**src/memory_interface_pkg.sv**
```systemverilog
// package of constants and carriers for the memory interface decode block
package memory_interface_pkg;
	localparam int ADDR_W = 15;
	localparam int DATA_W = 8;
	localparam int NUM_PINS = 8;
	localparam int NUM_ROM = 4;
	// address bit positions
	localparam int ADDR_MODE_HI = 14;
	localparam int ADDR_MODE_LO = 13;
	localparam int ROM_SEL_LO = 10;
	localparam int ROM_SEL_HI = 11;
	localparam int ROM_SEL_SMALL_HI = 10;
	// clock divider ratio encodings
	localparam logic [1:0] DIV_BY_1 = 2'h0;
	localparam logic [1:0] DIV_BY_2 = 2'h1;
	localparam logic [1:0] DIV_BY_3 = 2'h2;
	localparam logic [1:0] DIV_BY_4 = 2'h3;
	localparam logic [1:0] DIV_CNT_ZERO = 2'h0;
	localparam logic [1:0] DIV_CNT_ONE = 2'h1;
	// power-on reset stretch
	localparam int POR_TIME_NS = 1000;
	localparam int CLK_PERIOD_NS = 10;
	localparam int POR_CYCLES = (POR_TIME_NS + CLK_PERIOD_NS - 1) / CLK_PERIOD_NS;
	localparam int POR_W = 8;
	// oscillator source selection
	typedef enum logic [1:0] {
		OSC_CRYSTAL,
		OSC_RC,
		OSC_EXTERNAL
	} osc_source_e;
	// processor bus request as seen by the decoder
	typedef struct packed {
		logic [ADDR_W-1:0] addr;
		logic operation_request;
		logic write_pulse_strobe;
		logic read_write;
		logic memory_or_io_sel;
	} cpu_req_s;
	// option switches
	typedef struct packed {
		logic no_port;
		logic no_rom;
		logic no_ram;
		logic rom_size_sel;
		logic divider_select_low;
		logic divider_select_high;
		logic por_enable;
		osc_source_e osc_source;
	} options_s;
	// decoded enables, all active low
	typedef struct packed {
		logic [NUM_ROM-1:0] rom_ce_n;
		logic ram_ce_n;
		logic port_sel_n;
		logic bus_receive_en_n;
		logic bus_drive_en_n;
		logic port_write_clk_n;
		logic port_read_drive_n;
		logic ram_read_drive_n;
	} enables_s;
endpackage : memory_interface_pkg

```
**src/memory_interface_decode.sv**
```systemverilog
`timescale 1ns/10ps
// memory interface decode: pin selects, on-board enables, bus control, clock, reset
// Operation
// - output clock is oscillator divided by 1..4 from two select bits
// - each multipurpose pin individually picks port or chip enable
// - role switch and function select both on give I/O port, otherwise decoded chip select
// - pin chip enables decoded by first two decode arrays
// - port address of a pin used as port matched in first two arrays
// - third array plus part of fourth give ROM, RAM, port enables
// - rest of fourth array gives receiver, driver, port clock, read drives
// - no_rom suppresses every ROM chip enable
// - no_ram suppresses RAM chip enable and RAM output drive
// - no_port suppresses port select, port write clock, port read drive
// - rom_size_sel held off selects larger ROM arrangement
// - external switch reset request resets system without power loss
// - reset logic active for RC or external source; crystal gives switch only
// - power-on reset output only when configured
// - data bus 8 bits, bidirectional, received and driven under control
// - oscillator timed by crystal, RC network or external clock
// - names ending in _n are asserted low
// - memory decodes need memory_or_io_sel 1, I/O decodes need 0
// - non-extended I/O uses two upper address bits as mode code only
module memory_interface_decode
	import memory_interface_pkg::*;
#(
	parameter int POR_COUNT = POR_CYCLES,
	// per-pin decode patterns: chip select match and mask on the address
	parameter logic [NUM_PINS*ADDR_W-1:0] PIN_MATCH = '0,
	parameter logic [NUM_PINS*ADDR_W-1:0] PIN_MASK = '0,
	parameter logic [NUM_PINS-1:0] PIN_IS_MEM = '1,
	// on-board ROM window: address bits above the ROM span
	parameter logic [ADDR_W-1:0] ROM_BASE = 15'h0000,
	parameter logic [ADDR_W-1:0] ROM_MASK = 15'h7000,
	parameter logic [ADDR_W-1:0] RAM_BASE = 15'h1000,
	parameter logic [ADDR_W-1:0] RAM_MASK = 15'h7F80,
	// port decode: mode code on the two upper address bits
	parameter logic [1:0] PORT_MODE = 2'h2
)(
	input wire logic core_clk,
	input wire logic sys_rst,
	input wire memory_interface_pkg::cpu_req_s cpu_req,
	input wire memory_interface_pkg::options_s options,
	input wire logic [NUM_PINS-1:0] pin_function_select,
	input wire logic [NUM_PINS-1:0] pin_role_switch,
	input wire logic ext_reset_request,
	input wire logic [DATA_W-1:0] data_bus_in,
	output logic [DATA_W-1:0] data_bus_out,
	output logic data_bus_oe_n,
	output logic [DATA_W-1:0] received_data,
	output logic [NUM_PINS-1:0] pin_chip_enable_n,
	output logic [NUM_PINS-1:0] pin_port_select_n,
	output memory_interface_pkg::enables_s enables,
	output logic clock_tick,
	output logic system_reset_out,
	output logic power_on_reset_out,
	input wire logic [DATA_W-1:0] internal_read_data
);
	import memory_interface_pkg::*;

	logic [2:0] rst_sync_reg;
	logic reset_pressed_reg;
	logic [POR_W-1:0] por_count_reg;
	logic por_active_reg;
	logic [NUM_PINS-1:0] pin_hit;
	logic [NUM_PINS-1:0] pin_as_port;
	logic [NUM_PINS-1:0] pin_ce_n_next;
	logic [NUM_PINS-1:0] pin_port_n_next;
	logic mem_cycle;
	logic io_cycle;
	logic rom_hit;
	logic ram_hit;
	logic port_hit;
	logic rom_en;
	logic ram_en;
	logic port_en;
	logic [NUM_ROM-1:0] rom_ce_n_next;
	logic [1:0] rom_index;
	logic reading;
	logic writing;
	enables_s enables_next;
	logic [1:0] div_ratio;
	logic reset_logic_used;

	// memory and I/O qualification on the request line
	assign mem_cycle = cpu_req.operation_request & cpu_req.memory_or_io_sel;
	assign io_cycle = cpu_req.operation_request & ~cpu_req.memory_or_io_sel;
	assign reading = ~cpu_req.read_write;
	assign writing = cpu_req.read_write & cpu_req.write_pulse_strobe;

	// first two arrays: each pin compares the address under its mask
	always_comb begin
		for (int i = 0; i < NUM_PINS; i++) begin
			pin_hit[i] = ((cpu_req.addr & PIN_MASK[i*ADDR_W +: ADDR_W])
				== (PIN_MATCH[i*ADDR_W +: ADDR_W] & PIN_MASK[i*ADDR_W +: ADDR_W]))
				& (PIN_IS_MEM[i] ? mem_cycle : io_cycle);
		end
	end

	// each pin picks its role on its own; both select lines must be on for port
	assign pin_as_port = pin_function_select & pin_role_switch;

	// route each hit to the chip enable or the port select, never both
	always_comb begin
		for (int i = 0; i < NUM_PINS; i++) begin
			pin_ce_n_next[i] = ~(pin_hit[i] & ~pin_as_port[i]);
			pin_port_n_next[i] = ~(pin_hit[i] & pin_as_port[i]);
		end
	end

	// third array: on-board memory windows
	assign rom_hit = mem_cycle & ((cpu_req.addr & ROM_MASK) == ROM_BASE);
	assign ram_hit = mem_cycle & ((cpu_req.addr & RAM_MASK) == RAM_BASE);
	// non-extended I/O: only the mode code is looked at
	assign port_hit = io_cycle
		& ({cpu_req.addr[ADDR_MODE_HI], cpu_req.addr[ADDR_MODE_LO]} == PORT_MODE);

	// options gate the sources; priority ROM over RAM over port keeps one driver
	assign rom_en = rom_hit & ~options.no_rom;
	assign ram_en = ram_hit & ~options.no_ram & ~rom_en;
	assign port_en = port_hit & ~options.no_port & ~rom_en & ~ram_en;

	// ROM bank select; the larger arrangement uses two address bits
	always_comb begin
		if (!options.rom_size_sel) begin
			rom_index = {cpu_req.addr[ROM_SEL_HI], cpu_req.addr[ROM_SEL_LO]};
		end else begin
			rom_index = {1'b0, cpu_req.addr[ROM_SEL_SMALL_HI]};
		end
		rom_ce_n_next = '1;
		if (rom_en) begin
			rom_ce_n_next[rom_index] = 1'b0;
		end
	end

	// fourth array: bus control from the selected source
	always_comb begin
		enables_next.rom_ce_n = rom_ce_n_next;
		enables_next.ram_ce_n = ~ram_en;
		enables_next.port_sel_n = ~port_en;
		enables_next.bus_drive_en_n = ~((rom_en | ram_en | port_en) & reading);
		enables_next.bus_receive_en_n = ~((ram_en | port_en) & cpu_req.read_write);
		enables_next.port_write_clk_n = ~(port_en & writing);
		enables_next.port_read_drive_n = ~(port_en & reading);
		enables_next.ram_read_drive_n = ~(ram_en & reading);
	end

	// registered enables: outputs settle one cycle after the request
	always_ff @(posedge core_clk or posedge sys_rst) begin
		if (sys_rst) begin
			enables <= '1;
			pin_chip_enable_n <= '1;
			pin_port_select_n <= '1;
		end else begin
			enables <= enables_next;
			pin_chip_enable_n <= pin_ce_n_next;
			pin_port_select_n <= pin_port_n_next;
		end
	end

	// data path: capture on receive, drive internal read data on drive
	always_ff @(posedge core_clk or posedge sys_rst) begin
		if (sys_rst) begin
			received_data <= '0;
			data_bus_out <= '0;
			data_bus_oe_n <= 1'b1;
		end else begin
			if (!enables_next.bus_receive_en_n) begin
				received_data <= data_bus_in;
			end
			data_bus_out <= internal_read_data;
			data_bus_oe_n <= enables_next.bus_drive_en_n;
		end
	end

	// clock divider: select bits map straight onto the ratio code
	assign div_ratio = {options.divider_select_high, options.divider_select_low};

	clock_divider u_clock_divider (
		.core_clk(core_clk),
		.sys_rst(sys_rst),
		.ratio(div_ratio),
		.tick(clock_tick)
	);

	// the crystal, RC and external sources all feed core_clk; only reset differs
	assign reset_logic_used = (options.osc_source == OSC_RC)
		| (options.osc_source == OSC_EXTERNAL);

	// switch input comes from a pin: three stages, change counted when last two agree
	always_ff @(posedge core_clk or posedge sys_rst) begin
		if (sys_rst) begin
			rst_sync_reg <= '0;
		end else begin
			rst_sync_reg <= {rst_sync_reg[1:0], ext_reset_request};
		end
	end

	// debounced level of the switch closure
	always_ff @(posedge core_clk or posedge sys_rst) begin
		if (sys_rst) begin
			reset_pressed_reg <= 1'b0;
		end else if (rst_sync_reg[1] == rst_sync_reg[2]) begin
			reset_pressed_reg <= rst_sync_reg[2];
		end
	end

	// power-on stretch after the core reset releases
	always_ff @(posedge core_clk or posedge sys_rst) begin
		if (sys_rst) begin
			por_count_reg <= '0;
			por_active_reg <= 1'b1;
		end else if (por_active_reg) begin
			if (por_count_reg == POR_W'(POR_COUNT - 1)) begin
				por_active_reg <= 1'b0;
			end else begin
				por_count_reg <= por_count_reg + POR_W'(1);
			end
		end
	end

	// system reset: switch always; power-on part only with the option and source
	always_ff @(posedge core_clk or posedge sys_rst) begin
		if (sys_rst) begin
			system_reset_out <= 1'b1;
			power_on_reset_out <= 1'b0;
		end else begin
			system_reset_out <= reset_pressed_reg
				| (por_active_reg & reset_logic_used & options.por_enable);
			power_on_reset_out <= por_active_reg & options.por_enable
				& reset_logic_used;
		end
	end
endmodule : memory_interface_decode

```
**src/clock_divider.sv**
```systemverilog
`timescale 1ns/10ps
// divide-by-1..4 enable generator driven from the oscillator clock
module clock_divider
	import memory_interface_pkg::*;
(
	input wire logic core_clk,
	input wire logic sys_rst,
	input wire logic [1:0] ratio,
	output logic tick
);
	logic [1:0] count_reg;
	logic [1:0] count_next;

	// count down from ratio; ratio value n divides by n+1
	always_comb begin
		if (count_reg == DIV_CNT_ZERO) begin
			count_next = ratio;
		end else begin
			count_next = count_reg - DIV_CNT_ONE;
		end
	end

	// counter state
	always_ff @(posedge core_clk or posedge sys_rst) begin
		if (sys_rst) begin
			count_reg <= DIV_CNT_ZERO;
		end else begin
			count_reg <= count_next;
		end
	end

	// tick marks the wrap; by-1 keeps it high every cycle
	always_ff @(posedge core_clk or posedge sys_rst) begin
		if (sys_rst) begin
			tick <= 1'b0;
		end else begin
			tick <= (count_next == DIV_CNT_ZERO);
		end
	end
endmodule : clock_divider

```
**config.mk**
```make
export PLATFORM = sky130hd
export DESIGN_NAME = memory_interface_decode
export DESIGN_NICKNAME = d
export VERILOG_FILES = /design/src/memory_interface_pkg.sv /design/src/memory_interface_decode.sv /design/src/clock_divider.sv
export SDC_FILE = /design/constraint.sdc
export NUM_CORES = 1
export LEC_CHECK = 0
export BUFFER_PORTS_ARGS = -buffer_cell sky130_fd_sc_hd__clkbuf_2
export CAP_MARGIN = 20
export CORE_UTILIZATION = 40
export DETAILED_ROUTE_END_ITERATION = 6
export GPL_TIMING_DRIVEN = 1
export PLACE_DENSITY = 0.72
export SLEW_MARGIN = 20
export SYNTH_ARGS = -nofsm -noshare
export SYNTH_HDL_FRONTEND = slang
export SYNTH_SLANG_ARGS = --single-unit
```
**constraint.sdc**
```tcl
create_clock -name core_clk -period 1.8 [get_ports core_clk]
set_input_delay 0.18 -clock core_clk [delete_from_list [all_inputs] [get_ports core_clk]]
set_output_delay 0.18 -clock core_clk [all_outputs]
set_load 0.01 [all_outputs]
```
After elaboration in Yosys (flattened, before gate mapping)
Cells that the tools add are included.
W data, S select, Z words.
{ "totals": {"regBits": 61, "latchBits": 0, "ram_bits": 0, "romBits": 0, "in_bits": 63, "out_inout_bits": 47, "elab_cells": 124, "n_memories": 0} }
{ "classes": {"add_sub_neg": 2, "mul": 0, "div_mod_pow": 0, "magnitude_cmp": 2, "eq_ne": 6, "shifts": 0, "n_mux": 7, "bitwise_logic": 82, "n_reduce_logical": 5} }
{ "ops": {"columns": ["op", "count"], "rows": [
  ["$not A1 Y1", 38],
  ["$and A1 B1 Y1", 37],
  ["$logic_not A15 Y1", 1],
  ["$add A8 B1 Y8 const B", 1],
  ["$and A8 B8 Y8", 1],
  ["$eq A8 B6 Y1 const B", 1],
  ["$eq A8 B7 Y1 const B", 1],
  ["$or A1 B1 Y1", 5],
  ["$eq A2 B2 Y1 const B", 2],
  ["$logic_not A2 Y1", 2],
  ["$mux W2", 2],
  ["$mux W4", 1],
  ["$not A4 Y4", 1],
  ["$lt A2 B3 Y1 const B", 1],
  ["$mux W1", 3],
  ["$demux W1 S2", 1],
  ["$eq A2 B1 Y1 const B", 1],
  ["$ge A2 B1 Y1 const B", 1],
  ["$reduce_and A2 Y1", 1],
  ["$sub A2 B1 Y2 const B", 1],
  ["$eq A1 B1 Y1", 1],
  ["$logic_and A1 B1 Y1", 1]
]} }

Longest topological paths before layout
Gate-level depths: netlist of run 1.
{ "logic_depth": {"word_depth": 10, "ltp_mapped": 5, "mapped_depth_nobuf": 5} }

Modules after synthesis
From an unflattened synthesis of run 1, not the netlist that was laid out.
{ "hier_totals": {"hier_cells": 157, "hier_area_um2": 2180.8} }
{ "by_module_without_submodules": {"columns": ["mod", "instances", "cells_each", "area_per_inst_um2", "seq_area_each_um2"], "rows": [
  ["memory_interface_decode", 1, 146, 2065.7, 1487.7],
  ["clock_divider", 1, 11, 115.1, 75.1]
]} }

Worst setup path before layout of run 1
Ideal clock, no wire load.
{ "synth_timing": {"path_type": "input -> register", "from": "in cpu_req[11] in the netlist's numbering", "to": "reg received_data[0]", "setup_time_ns": 0.125, "arrival_time_ns": 1.427, "t_required_ns": 1.675, "setup_slack_ns": 0.248, "stages": 4, "path_buffers": 0, "path_cell_list": "nor4b_1 -> nand3b_1 -> a211oi_4 -> mux2_2"} }
{ "synth_lines": {"columns": ["element", "line", "text"], "rows": [
  ["start: declaration", "memory_interface_decode.sv:41", "input wire memory_interface_pkg::cpu_req_s cpu_req,"],
  ["end signal: assignment", "memory_interface_decode.sv:168", "received_data <= data_bus_in;"],
  ["end: declaration", "memory_interface_decode.sv:49", "output logic [DATA_W-1:0] received_data,"]
]} }

Worst setup path in the final report of run 1
{ "layout_timing": {"from": "reg por_count_reg[0]", "to": "reg por_count_reg[1]"} }
{ "layout_via": {"elab_chain_cells": 3, "elab_cells_between_ends": 4, "cone_classes": "1 x add/sub; 1 x eq/ne; 1 x bitwise; 1 x reduce/logical"} }
{ "layout_rtl": {"columns": ["element", "line", "text"], "rows": [
  ["start: declaration", "memory_interface_decode.sv:62", "logic [POR_W-1:0] por_count_reg;"],
  ["start signal: assignment", "memory_interface_decode.sv:216", "por_count_reg <= por_count_reg + POR_W'(1);"],
  ["branches (longest 3 deep; another with $add A8 B1 Y8)", null, null]
]} }
Several ways; the timed one is not identified.
A chain may end at the register's enable or synchronous reset.

==> flow_metrics.py, run 1 <==
metrics = {
    "final_layout": {
        "drive_gt1_share_pct": 55.8,
        "largest_reg_flops": 11,
        "nets": 353,
        "antenna_cells": 0,
        "fin_area_mm2": 0.00323,
        "area_growth_pct": 52.4,
        "top_register": "enables",
    },
    "timing": {
        "relSlewSlack_pct": 64.8,
        "rsz0062_at_grt": "false",
        "clock.fmax_ghz": 0.675,
        "fin_crit_ns": 1.48,
        "finalSetupTns_ns": 0,
        "slew_viol_final": 0,
        "final-setup-viol-count": 0,
        "finalClockSkew_ns": 0.00295,
        "final-hold-violation-count": 0,
        "worst_pin_slew_ns": 0.529,
        "period_share_pct": 82.4,
    },
    "clock_network": {
        "cts_sinks": 61,
        "clockBufferDepth": 2,
        "cts_buffers": 9,
        "clk_latency_ns": 0.32,
        "cts.htree.levels": 3,
        "cts-root-buf": "clkbuf_8",
        "tritoncts": "built",
        "cts_setup_buffers": 0,
        "path_clk_slew_ns": 0.07,
    },
    "synth": {
        "synth_fa_ha_area_share_pct": 1.06,
        "syn_inst": 151,
        "yosys_warnings": 0,
        "yosys.area.top_type_share_pct": 37.8,
        "yosys_register_bits": 61,
        "synth_xor_area_share_pct": 2.90,
        "synth_top_family_by_area": "simple AND/OR/NAND/NOR gates",
        "synthMuxAreaShare_pct": 4.79,
        "synth_cell_types": 29,
        "synth_area_mm2": 0.00212,
        "avgSynthCellArea_um2": 14.0,
        "synth-simple-area-share_pct": 14.1,
        "synth.area.top_cells": "dfrtp_1 (38%), dfstp_2 (36%), mux2_2 (4.8%)",
        "synth_nets": 215,
        "yosysSeqAreaShare_pct": 73.8,
        "synth_compound_area_share_pct": 1.95,
        "synth_top_area_cell": "dfrtp_1",
    },
    "drt": {
        "drc": 0,
        "drtPass1Iterations": 4,
        "num_vias": 1630,
        "drtAntennaViolNets": 0,
        "wl_um": 4160,
        "viasPerCell": 4.48,
        "wire_per_inst_um": 11.4,
        "drt_iter0_markers": 55,
    },
    "floorplanning": {
        "die_area_mm2": 0.00559,
        "rows": 26,
        "initial_utilization_pct": 41.5,
        "core_region_area_mm2": 0.00511,
        "die_w_um": 74.8,
        "io_pins": 110,
        "die_y_um": 74.8,
    },
    "global_route": {
        "grt_pass1_wl_um": 6530,
        "grt_antenna_before_repair": 0,
        "grt-ovfl-total": 0,
        "grt_max_degree": 35,
        "track_usage_pct": 16.1,
        "grt_pass1_vias": 1585,
    },
    "pwr": {
        "ir_worst_vdd_mv": 0.589,
        "clkPwrFrac_pct": 41.9,
        "netSwitchingPower_uw": 721,
        "seq_power_share_pct": 47.2,
        "combPwrFrac_pct": 10.8,
        "intPower_uw": 2530,
        "power.leakage_uw": 0.00157,
        "power_density_mw_per_mm2": 1010,
        "switching_share_pct": 22.2,
    },
    "setup_path": {
        "r2r_slack_ns": 0.32,
        "required_ns": 2.01,
        "cp_slowest_cell": "dfrtp_1",
        "crit_fanout": 4,
        "worstSetupPathType": "flop to flop",
        "end_kind": "flop",
        "start_kind": "flop",
        "max_stage_delay_ns": 0.39,
        "cp.arrival_ns": 1.69,
        "path_cells": "ha_1 > nand4b_1 > o41a_1 > mux2_2",
    },
    "run": {
        "drv_cap": 0,
    },
    "place": {
        "io_buffer_count": 102,
        "gp_congestion": 0.722,
        "dp_hpwl_um": 2990,
        "dpl_cell_area_mm2": 0.00276,
    },
    "worst_hold_path": {
        "hold_class": "input pin to flop",
    },
    "run_status": {
        "status": "completed",
    },
}
==> power by group through the flow <==
stage / registers (µW) / logic (µW) / clock network [µW]
final: 1530 / 352 / 1360
after global routing: 1540 / 399 / 1460
after CTS: 1530 / 356 / 1410
after detailed placement: 1560 / 321 / 0
after global placement: 1550 / 312 / 0
after floorplan: 1590 / 112 / 0
==> worst max-delay path: cells and delay by family, from the launching register on <==
kind,cells,cell delay [ns]
AO/OA/AOI/OAI,1,0.39
AND/OR/NAND/NOR,1,0.10
adder cells (fa/ha/maj),1,0.20
flip-flops,1,0.39
multiplexers,1,0.29
==> path summary, 6_finish.rpt <==
check / cells past startpoint / start / endpoint
max: 4 / por_count_reg[0] / por_count_reg[1]
min: 2 / pin_role_switch[0] / pin_port_select_n[0]
max reg2reg: 4 / por_count_reg[0] / por_count_reg[1]
min reg2reg: 0 / rst_sync_reg[0] / rst_sync_reg[1]
max in group asynchronous: 4 / sys_rst / system_reset_out
min in group asynchronous: 3 / sys_rst / por_count_reg[7]
==> metal layers <==
layer / track usage [%] / share of wire [%] / wire length, µm / vias up
met2: 27.7 / 55 / 2290 / 52
li1: - / - / - / 782
met1: 17.5 / 39 / 1610 / 791
met3: 5.49 / 5.0 / 209 / 5
met5: 0 / 0 / 0 / -
met4: 8.81 / 1.0 / 43 / 0
==> cell usage after synthesis <==
cell type	instances
nand3b_1	1
nand4bb_1	1
xor2_1	3
dfrtp_1	32
nor3_1	2
nand2_1	26
dfstp_2	29
a211oi_4	1
o41a_1	1
xnor2_1	4
nor2b_1	1
nor2_1	6
or2_2	1
nand4_1	2
clkbuf_1	2
nand3_1	12
and3_1	2
nand4b_1	1
a21oi_1	1
o21ai_0	1
nor4_1	1
inv_1	4
maj3_1	1
mux2_2	9
ha_1	1
nor4b_1	2
nand2b_1	2
and2_1	1
buf_4	1
==> what timing repair did <==
| action | in CTS | in global routing |
|---|---|---|
| gates resized for setup | 0 | 0 |
| hold buffers | 22 | 1 |
| endpoints found under the hold margin | 27 | 1 |
==> metrics by stage <==
step	hold slack (ns)	instances	util, %	power (µW)	worst slack, ns
after detailed placement	0.126	325	54.1	1880	0.0981
after global routing	0.00273	364	63.2	3410	0.227
after floorplan	0.211	151	-	1700	0.155
after global placement	0.122	325	54.1	1860	0.118
after CTS	0.0000452	363	63.0	3290	0.312
final	0.0176	364	63.2	3250	0.318
==> layout by cell type, fill, tap and decap left out, drive strengths merged, types with 2 or more instances in the layout <==
master and instances:
and3 2, xnor2 4, nor2 6, dfrtp 32
buf 5, nand4 2, dlygate4sd3 23, mux2 9
bufinv 2, clkbuf 113, nor3 2, inv 4
clkinv 3, nor4b 2, nand2 26, nand2b 2
xor2 3, dfstp 29, nand3 12
==> cell families after synthesis <==
logic type,after synthesis
buffers and inverters,7
xor gates and xnor gates,7
and+or+nand+nor,61
muxes,9
AOI/OAI and AO/OA,4
DFF,61
adders and majority gates,2
==> layout make-up <==
type,count,area (µm²)
inverter,4,15.0
clock buffer,11,151
tap,70,87.6
sequential,61,1560
timing repair buffer,130,803
fill,415,1880
clock inverter,5,82.6
multi-input combinational,83,524
No activity file was read; power rests on OpenSTA's default activity.
==> inputs of run 2 (changes only) <==
Clock period 1.8 ns to 1.4 ns, I/O delays scaled along.
==> run 2 against run 1 <==
  * The run now ends with negative setup slack left
  * Largest power group unchanged
  * Via count is 8.8% higher
  * Total power is 23% higher
  * First-iteration DRC count is 1.8% lower
  * Combinational power is 39% higher
  * Clock power is 12% higher
  * Final cell count is 7.4% higher
  * Register-to-register slack worse by 0.44 ns
==> flow_metrics.py, run 2 (synthesis gave the netlist of run 1 again) <==
metrics = {
    "clock_network": {
        "path_clk_slew_ns": 0.06,
        "clk_latency_ns": 0.33,
        "cts-root-buf": "clkbuf_8",
        "cts.htree.levels": 3,
        "tritoncts": "built",
        "cts_sinks": 61,
        "clockBufferDepth": 2,
        "cts_buffers": 9,
    },
    "drt": {
        "wire_per_inst_um": 12.9,
        "drtPass1Iterations": 4,
        "drt_iter0_markers": 54,
        "wl_um": 5050,
        "drtAntennaViolNets": 0,
        "viasPerCell": 4.53,
        "num_vias": 1773,
        "drc": 0,
    },
    "final_layout": {
        "nets": 380,
        "drive_gt1_share_pct": 56.7,
        "top_register": "enables",
        "final_cell_mix": "clkbuf_2 (102), dlygate4sd3_1 (35), dfrtp_1 (32)",
        "stdcell_count": 391,
        "post-route-util_pct": 67.5,
        "seqCellArea_mm2": 0.00156,
        "area_growth_pct": 62.9,
        "n_fill_cell": 389,
        "antenna_cells": 0,
        "layout_commonest_cell": "clkbuf_2",
        "largest_reg_flops": 11,
        "multi_input_area_um2": 546,
    },
    "floorplanning": {
        "io_pins": 110,
        "die_area_mm2": 0.00559,
        "initial_utilization_pct": 41.5,
        "core_region_area_mm2": 0.00511,
        "rows": 26,
        "die_w_um": 74.8,
        "die_y_um": 74.8,
    },
    "setup_path": {
        "path_cells": "ha_4 > nand4b_1 > o41a_1 > mux2_2",
        "worstSetupPathType": "flop to flop",
        "crit_fanout": 4,
        "cp.arrival_ns": 1.74,
        "end_kind": "flop",
        "cp_slowest_cell": "o41a_1",
        "ff2ff_path_depth": 4,
        "max_stage_delay_ns": 0.45,
        "r2r-end": "por_count_reg[1]",
        "r2r_slack_ns": -0.12,
        "timing.rr.start": "por_count_reg[1]",
        "start_kind": "flop",
        "required_ns": 1.61,
    },
    "run_status": {
        "status": "complete, but fails checks",
        "violations": "negative setup slack",
    },
    "global_route": {
        "grt_pass1_wl_um": 7360,
        "grt_pass1_vias": 1737,
        "track_usage_pct": 18.3,
        "grt_antenna_before_repair": 0,
        "grt-ovfl-total": 0,
        "grt_max_degree": 47,
    },
    "timing": {
        "layout_setup_ws_ns": -0.123,
        "worst_pin_slew_ns": 0.359,
        "fin_crit_ns": 1.52,
        "final-setup-viol-count": 3,
        "relSlewSlack_pct": 76.0,
        "period_share_pct": 109,
        "slew_viol_final": 0,
        "finalClockSkew_ns": 0.00853,
        "final-hold-violation-count": 0,
        "clock.fmax_ghz": 0.657,
        "rsz0062_at_grt": "true",
    },
    "place": {
        "io_buffer_count": 102,
        "gp_congestion": 0.753,
        "dp_hpwl_um": 3170,
        "place_inst": 336,
    },
    "run": {
        "drv_cap": 0,
    },
    "pwr": {
        "ir_worst_vdd_mv": 0.976,
        "power_uw": 3990,
        "power_density_mw_per_mm2": 1160,
        "power.leakage_uw": 0.00166,
    },
    "worst_hold_path": {
        "whs_path_depth": 3,
        "min-delay-start": "options[5]",
        "hold_end": "enables[9]",
        "hold_class": "input pin to flop",
    },
}
run 2: layout make-up:
cell class / instances / share of cell area (%)
Multi-Input combinational cell: 83 / 15.8
Timing Repair Buffer: 157 / 30.0
Clock inverter: 7 / 2.18
Inverter: 4 / 0.544
Tap cell: 70 / 2.54
Clock buffer: 9 / 3.59
Sequential cell: 61 / 45.3
run 2: report_power, final:
part           total, µW  internal [µW]  switching, µW  leakage [µW]
Sequential          1970           1910           59.9      0.000710
Clock               1530            830            703      0.000104
Combinational        491            260            232      0.000848
Total               3990           3000            994       0.00166
run 2: worst max-delay path: cells and delay by family, from the launching register on:
kind	cells	cell delay [ns]
adder cells (fa/ha/maj)	1	0.16
AO/OA/AOI/OAI	1	0.45
AND/OR/NAND/NOR	1	0.10
flip-flops	1	0.41
multiplexers	1	0.29
run 2: stage by stage:
| step | setup TNS [ns] | area, µm² | hold slack, ns | setup WS [ns] |
|---|---|---|---|---|
| after floorplan | -0.897 | 2120 | 0.171 | -0.112 |
| after global placement | -1.45 | 2850 | 0.124 | -0.177 |
| after detailed placement | -1.73 | 2850 | 0.131 | -0.219 |
| after CTS | -0.0985 | 3400 | 0.00976 | -0.0789 |
| after global routing | -0.357 | 3450 | 0.0298 | -0.148 |
| final | -0.202 | 3450 | 0.0249 | -0.123 |
run 2: timing repair:
action                     in CTS  in global routing
pin swaps                       0                  4
hold buffers                   35                  0
setup endpoints to repair       2                  7
hold endpoints to repair       33                  0
gates resized for setup         1                  3
buffers inserted                0                  4
run 2: how the worst max path moves through the flow:
stage                                 from                to  slack, ns  cells after the start
after global routing      por_count_reg[1]  por_count_reg[1]      -0.15                      4
after CTS                 por_count_reg[0]  por_count_reg[1]      -0.08                      4
final                     por_count_reg[1]  por_count_reg[1]      -0.12                      4
after global placement          cpu_req[0]  received_data[4]      -0.18                      6
after floorplan                cpu_req[11]  received_data[0]      -0.11                      4
after detailed placement        cpu_req[0]  received_data[5]      -0.22                      6
run 2: metal layers:
metal,wire length [µm],up-vias,part of all wire [%],GRT usage [%]
met5,0,-,0,0
met4,144,0,2.9,12.8
met3,285,14,5.6,5.76
met2,2740,78,54,30.9
met1,1880,846,37,19.6
li1,-,835,-,-
==> inputs of run 3 (changes only) <==
Settings changed: SYNTH_HIERARCHICAL set to 1.
==> run 3 against run 2 <==
  * The flow still finishes with violations (negative setup slack)
  * Total power up 8.4%
  * Largest power group unchanged
  * Final cell count up 1.8%
  * Die area up 2.9%
  * Highest routed layer unchanged
  * Flip-flop and latch count unchanged
  * Synthesized cell count up 4.0%
==> flow_metrics.py, run 3 <==
metrics = {
    "synth": {
        "synth_fa_ha_area_share_pct": 1.03,
        "yosys.area.top_type_share_pct": 36.7,
        "synth_top_family_by_area": "simple AND/OR/NAND/NOR gates",
        "yosys_warnings": 6,
        "synthMuxAreaShare_pct": 4.65,
        "async_flop_share_pct": 100,
        "synth_most_common_cell": "dfrtp_1",
        "syn_inst": 157,
        "synth-simple-area-share_pct": 15.9,
        "synth-edff-count": 0,
        "yosys_register_bits": 61,
        "ys_top_cells_by_count": "dfrtp_1 (32), dfstp_2 (29), nand2_1 (23)",
        "synth_compound_area_share_pct": 2.01,
        "synth_cell_types": 31,
        "synth_xor_area_share_pct": 3.21,
        "synth_nets": 221,
        "synth_area_mm2": 0.00218,
        "yosysSeqAreaShare_pct": 71.7,
        "synth.area.top_cells": "dfrtp_1 (37%), dfstp_2 (35%), mux2_2 (4.6%)",
        "avgSynthCellArea_um2": 13.9,
        "synth-main-ff-cell": "dfrtp_1",
        "synth_top_area_cell": "dfrtp_1",
    },
    "place": {
        "dp_hpwl_um": 3280,
        "gp_congestion": 0.723,
        "dpl_cell_area_mm2": 0.00297,
        "io_buffer_count": 102,
    },
    "clock_network": {
        "clk_latency_ns": 0.33,
        "tritoncts": "built",
        "cts_buffers": 9,
        "cts-root-buf": "clkbuf_8",
        "path_clk_slew_ns": 0.07,
        "clockBufferDepth": 2,
        "cts.htree.levels": 3,
        "cts_sinks": 61,
    },
    "final_layout": {
        "nets": 387,
        "drive_gt1_share_pct": 58.2,
        "fin_area_mm2": 0.00358,
        "final_cell_mix": "clkbuf_2 (102), dfrtp_1 (32), dlygate4sd3_1 (32)",
        "post-route-util_pct": 69.2,
        "antenna_cells": 0,
        "layout_commonest_cell": "clkbuf_2",
        "top_register": "enables",
        "largest_reg_flops": 11,
        "n_fill_cell": 388,
        "area_growth_pct": 64.1,
    },
    "floorplanning": {
        "die_y_um": 75.8,
        "rows": 26,
        "die_w_um": 75.8,
        "io_pins": 110,
        "core_region_area_mm2": 0.00517,
        "initial_utilization_pct": 42.2,
        "die_area_mm2": 0.00575,
    },
    "run": {
        "drv_cap": 0,
    },
    "drt": {
        "drtPass1Iterations": 4,
        "drt_iter0_markers": 106,
        "drtAntennaViolNets": 0,
        "wl_um": 4900,
        "num_vias": 1790,
        "viasPerCell": 4.50,
        "drc": 0,
        "wire_per_inst_um": 12.3,
    },
    "timing": {
        "final-setup-viol-count": 4,
        "clock.fmax_ghz": 0.630,
        "rsz0062_at_grt": "true",
        "finalSetupTns_ns": -0.629,
        "fin_crit_ns": 1.59,
        "period_share_pct": 113,
        "hold_slack_ns": 0.0171,
        "finalClockSkew_ns": 0.00406,
        "final-hold-violation-count": 0,
        "slew_viol_final": 0,
        "relSlewSlack_pct": 63.7,
        "worst_pin_slew_ns": 0.544,
        "layout_setup_ws_ns": -0.188,
    },
    "pwr": {
        "clkPwrFrac_pct": 42.4,
        "power_density_mw_per_mm2": 1210,
        "seq_power_share_pct": 45.7,
        "ir_worst_vdd_mv": 0.771,
        "combPwrFrac_pct": 12.0,
        "netSwitchingPower_uw": 953,
        "power_uw": 4330,
        "power.leakage_uw": 0.00175,
        "switching_share_pct": 22.0,
        "intPower_uw": 3370,
    },
    "setup_path": {
        "max_stage_delay_ns": 0.54,
        "cp.buffers_inverters": 0,
        "start_kind": "flop",
        "critPathTopFamily": "simple AND/OR/NAND/NOR gates",
        "cp.arrival_ns": 1.81,
        "crit_fanout": 2,
        "path_cells": "or4b_4 > o31a_1 > mux2_2",
        "cp_slowest_cell": "or4b_4",
        "required_ns": 1.62,
        "worstSetupPathType": "flop to flop",
        "end_kind": "flop",
    },
    "global_route": {
        "grt_pass1_vias": 1796,
        "track_usage_pct": 18.0,
        "grt_antenna_before_repair": 0,
        "grt_max_degree": 59,
        "grt_pass1_wl_um": 7350,
        "grt-ovfl-total": 0,
    },
    "run_status": {
        "status": "complete, but fails checks",
        "violations": "negative setup slack",
    },
    "worst_hold_path": {
        "hold_class": "input pin to flop",
    },
}
[run 3: cell types whose count changed after synthesis, moves of 2 or more]
cell	previous run	this run
nand2_1	26	23
nand4_1	2	5
nand3_1	12	14
nor4b_1	2	0
xor2_1	3	5
[run 3: worst register-to-register path: cells and delay by family (launching register included)]
family,cells,cell delay [ns]
flops,1,0.39
compound gates,1,0.28
mux,1,0.27
simple gates,1,0.54
[run 3: final timing paths]
path / startpoint / endpoint / slack [ns] / depth (start not counted)
worst max-delay path: por_count_reg[4] / por_count_reg[1] / -0.19 / 3
worst max register to register: por_count_reg[4] / por_count_reg[1] / -0.19 / 3
worst min register to register: rst_sync_reg[0] / rst_sync_reg[1] / 0.35 / 0
max in group asynchronous: sys_rst / enables[3] / 0.65 / 4
min in group asynchronous: sys_rst / u_clock_divider/count_reg[0] / 0.24 / 3
worst min-delay path: pin_function_select[7] / pin_chip_enable_n[7] / 0.02 / 3
[run 3: logic make-up (layout without fill, tap and decap cells)]
logic type / Yosys count / count (layout)
AND/OR/NAND/NOR: 65 / 65
flip-flops: 61 / 61
multiplexers: 9 / 9
XOR/XNOR: 8 / 8
AO/OA/AOI/OAI: 4 / 4
adder cells (fa/ha/maj): 2 / 2
buffers and inverters: 8 / 179
[run 3: cell type report]
| cell class | instances | area, µm² | area share, % |
|---|---|---|---|
| Clock inverter | 7 | 114 | 3.18 |
| Clock buffer | 9 | 124 | 3.46 |
| Inverter | 5 | 22.5 | 0.629 |
| Sequential cell | 61 | 1560 | 43.7 |
| Tap cell | 70 | 87.6 | 2.45 |
| Multi-Input combinational cell | 88 | 624 | 17.4 |
| Timing Repair Buffer | 158 | 1040 | 29.2 |
[run 3: stage by stage]
step / cells / setup slack [ns]
after floorplan: 157 / -0.163
after global placement: 346 / -0.165
after detailed placement: 346 / -0.207
after CTS: 397 / -0.162
after global routing: 398 / -0.218
final: 398 / -0.188
[run 3: power by group through the flow]
stage               sequential [µW]  combinational [µW]  clock (µW)
floorplan                      2040                 170           0
CTS                            1970                 523        1890
global route                   1990                 578        1970
finish                         1980                 519        1830
detailed placement             2000                 461           0
global placement               2000                 448           0
[run 3: what timing repair did]
| item | in CTS | in global routing |
|---|---|---|
| hold endpoints to repair | 56 | 0 |
| endpoints found under the setup margin | 3 | 5 |
| hold buffers | 32 | 0 |
| gates resized for setup | 0 | 6 |
| setup buffers | 3 | 1 |
| pin swaps | 1 | 1 |
| gates cloned | 0 | 0 |
[run 3: layer usage]
layer | routed length [µm] | GRT usage [%] | up-vias
met4 | 100 | 10.5 | 0
met2 | 2650 | 32.0 | 69
met5 | 0 | 0 | -
met3 | 307 | 5.82 | 10
li1 | - | - | 865
met1 | 1840 | 18.6 | 846
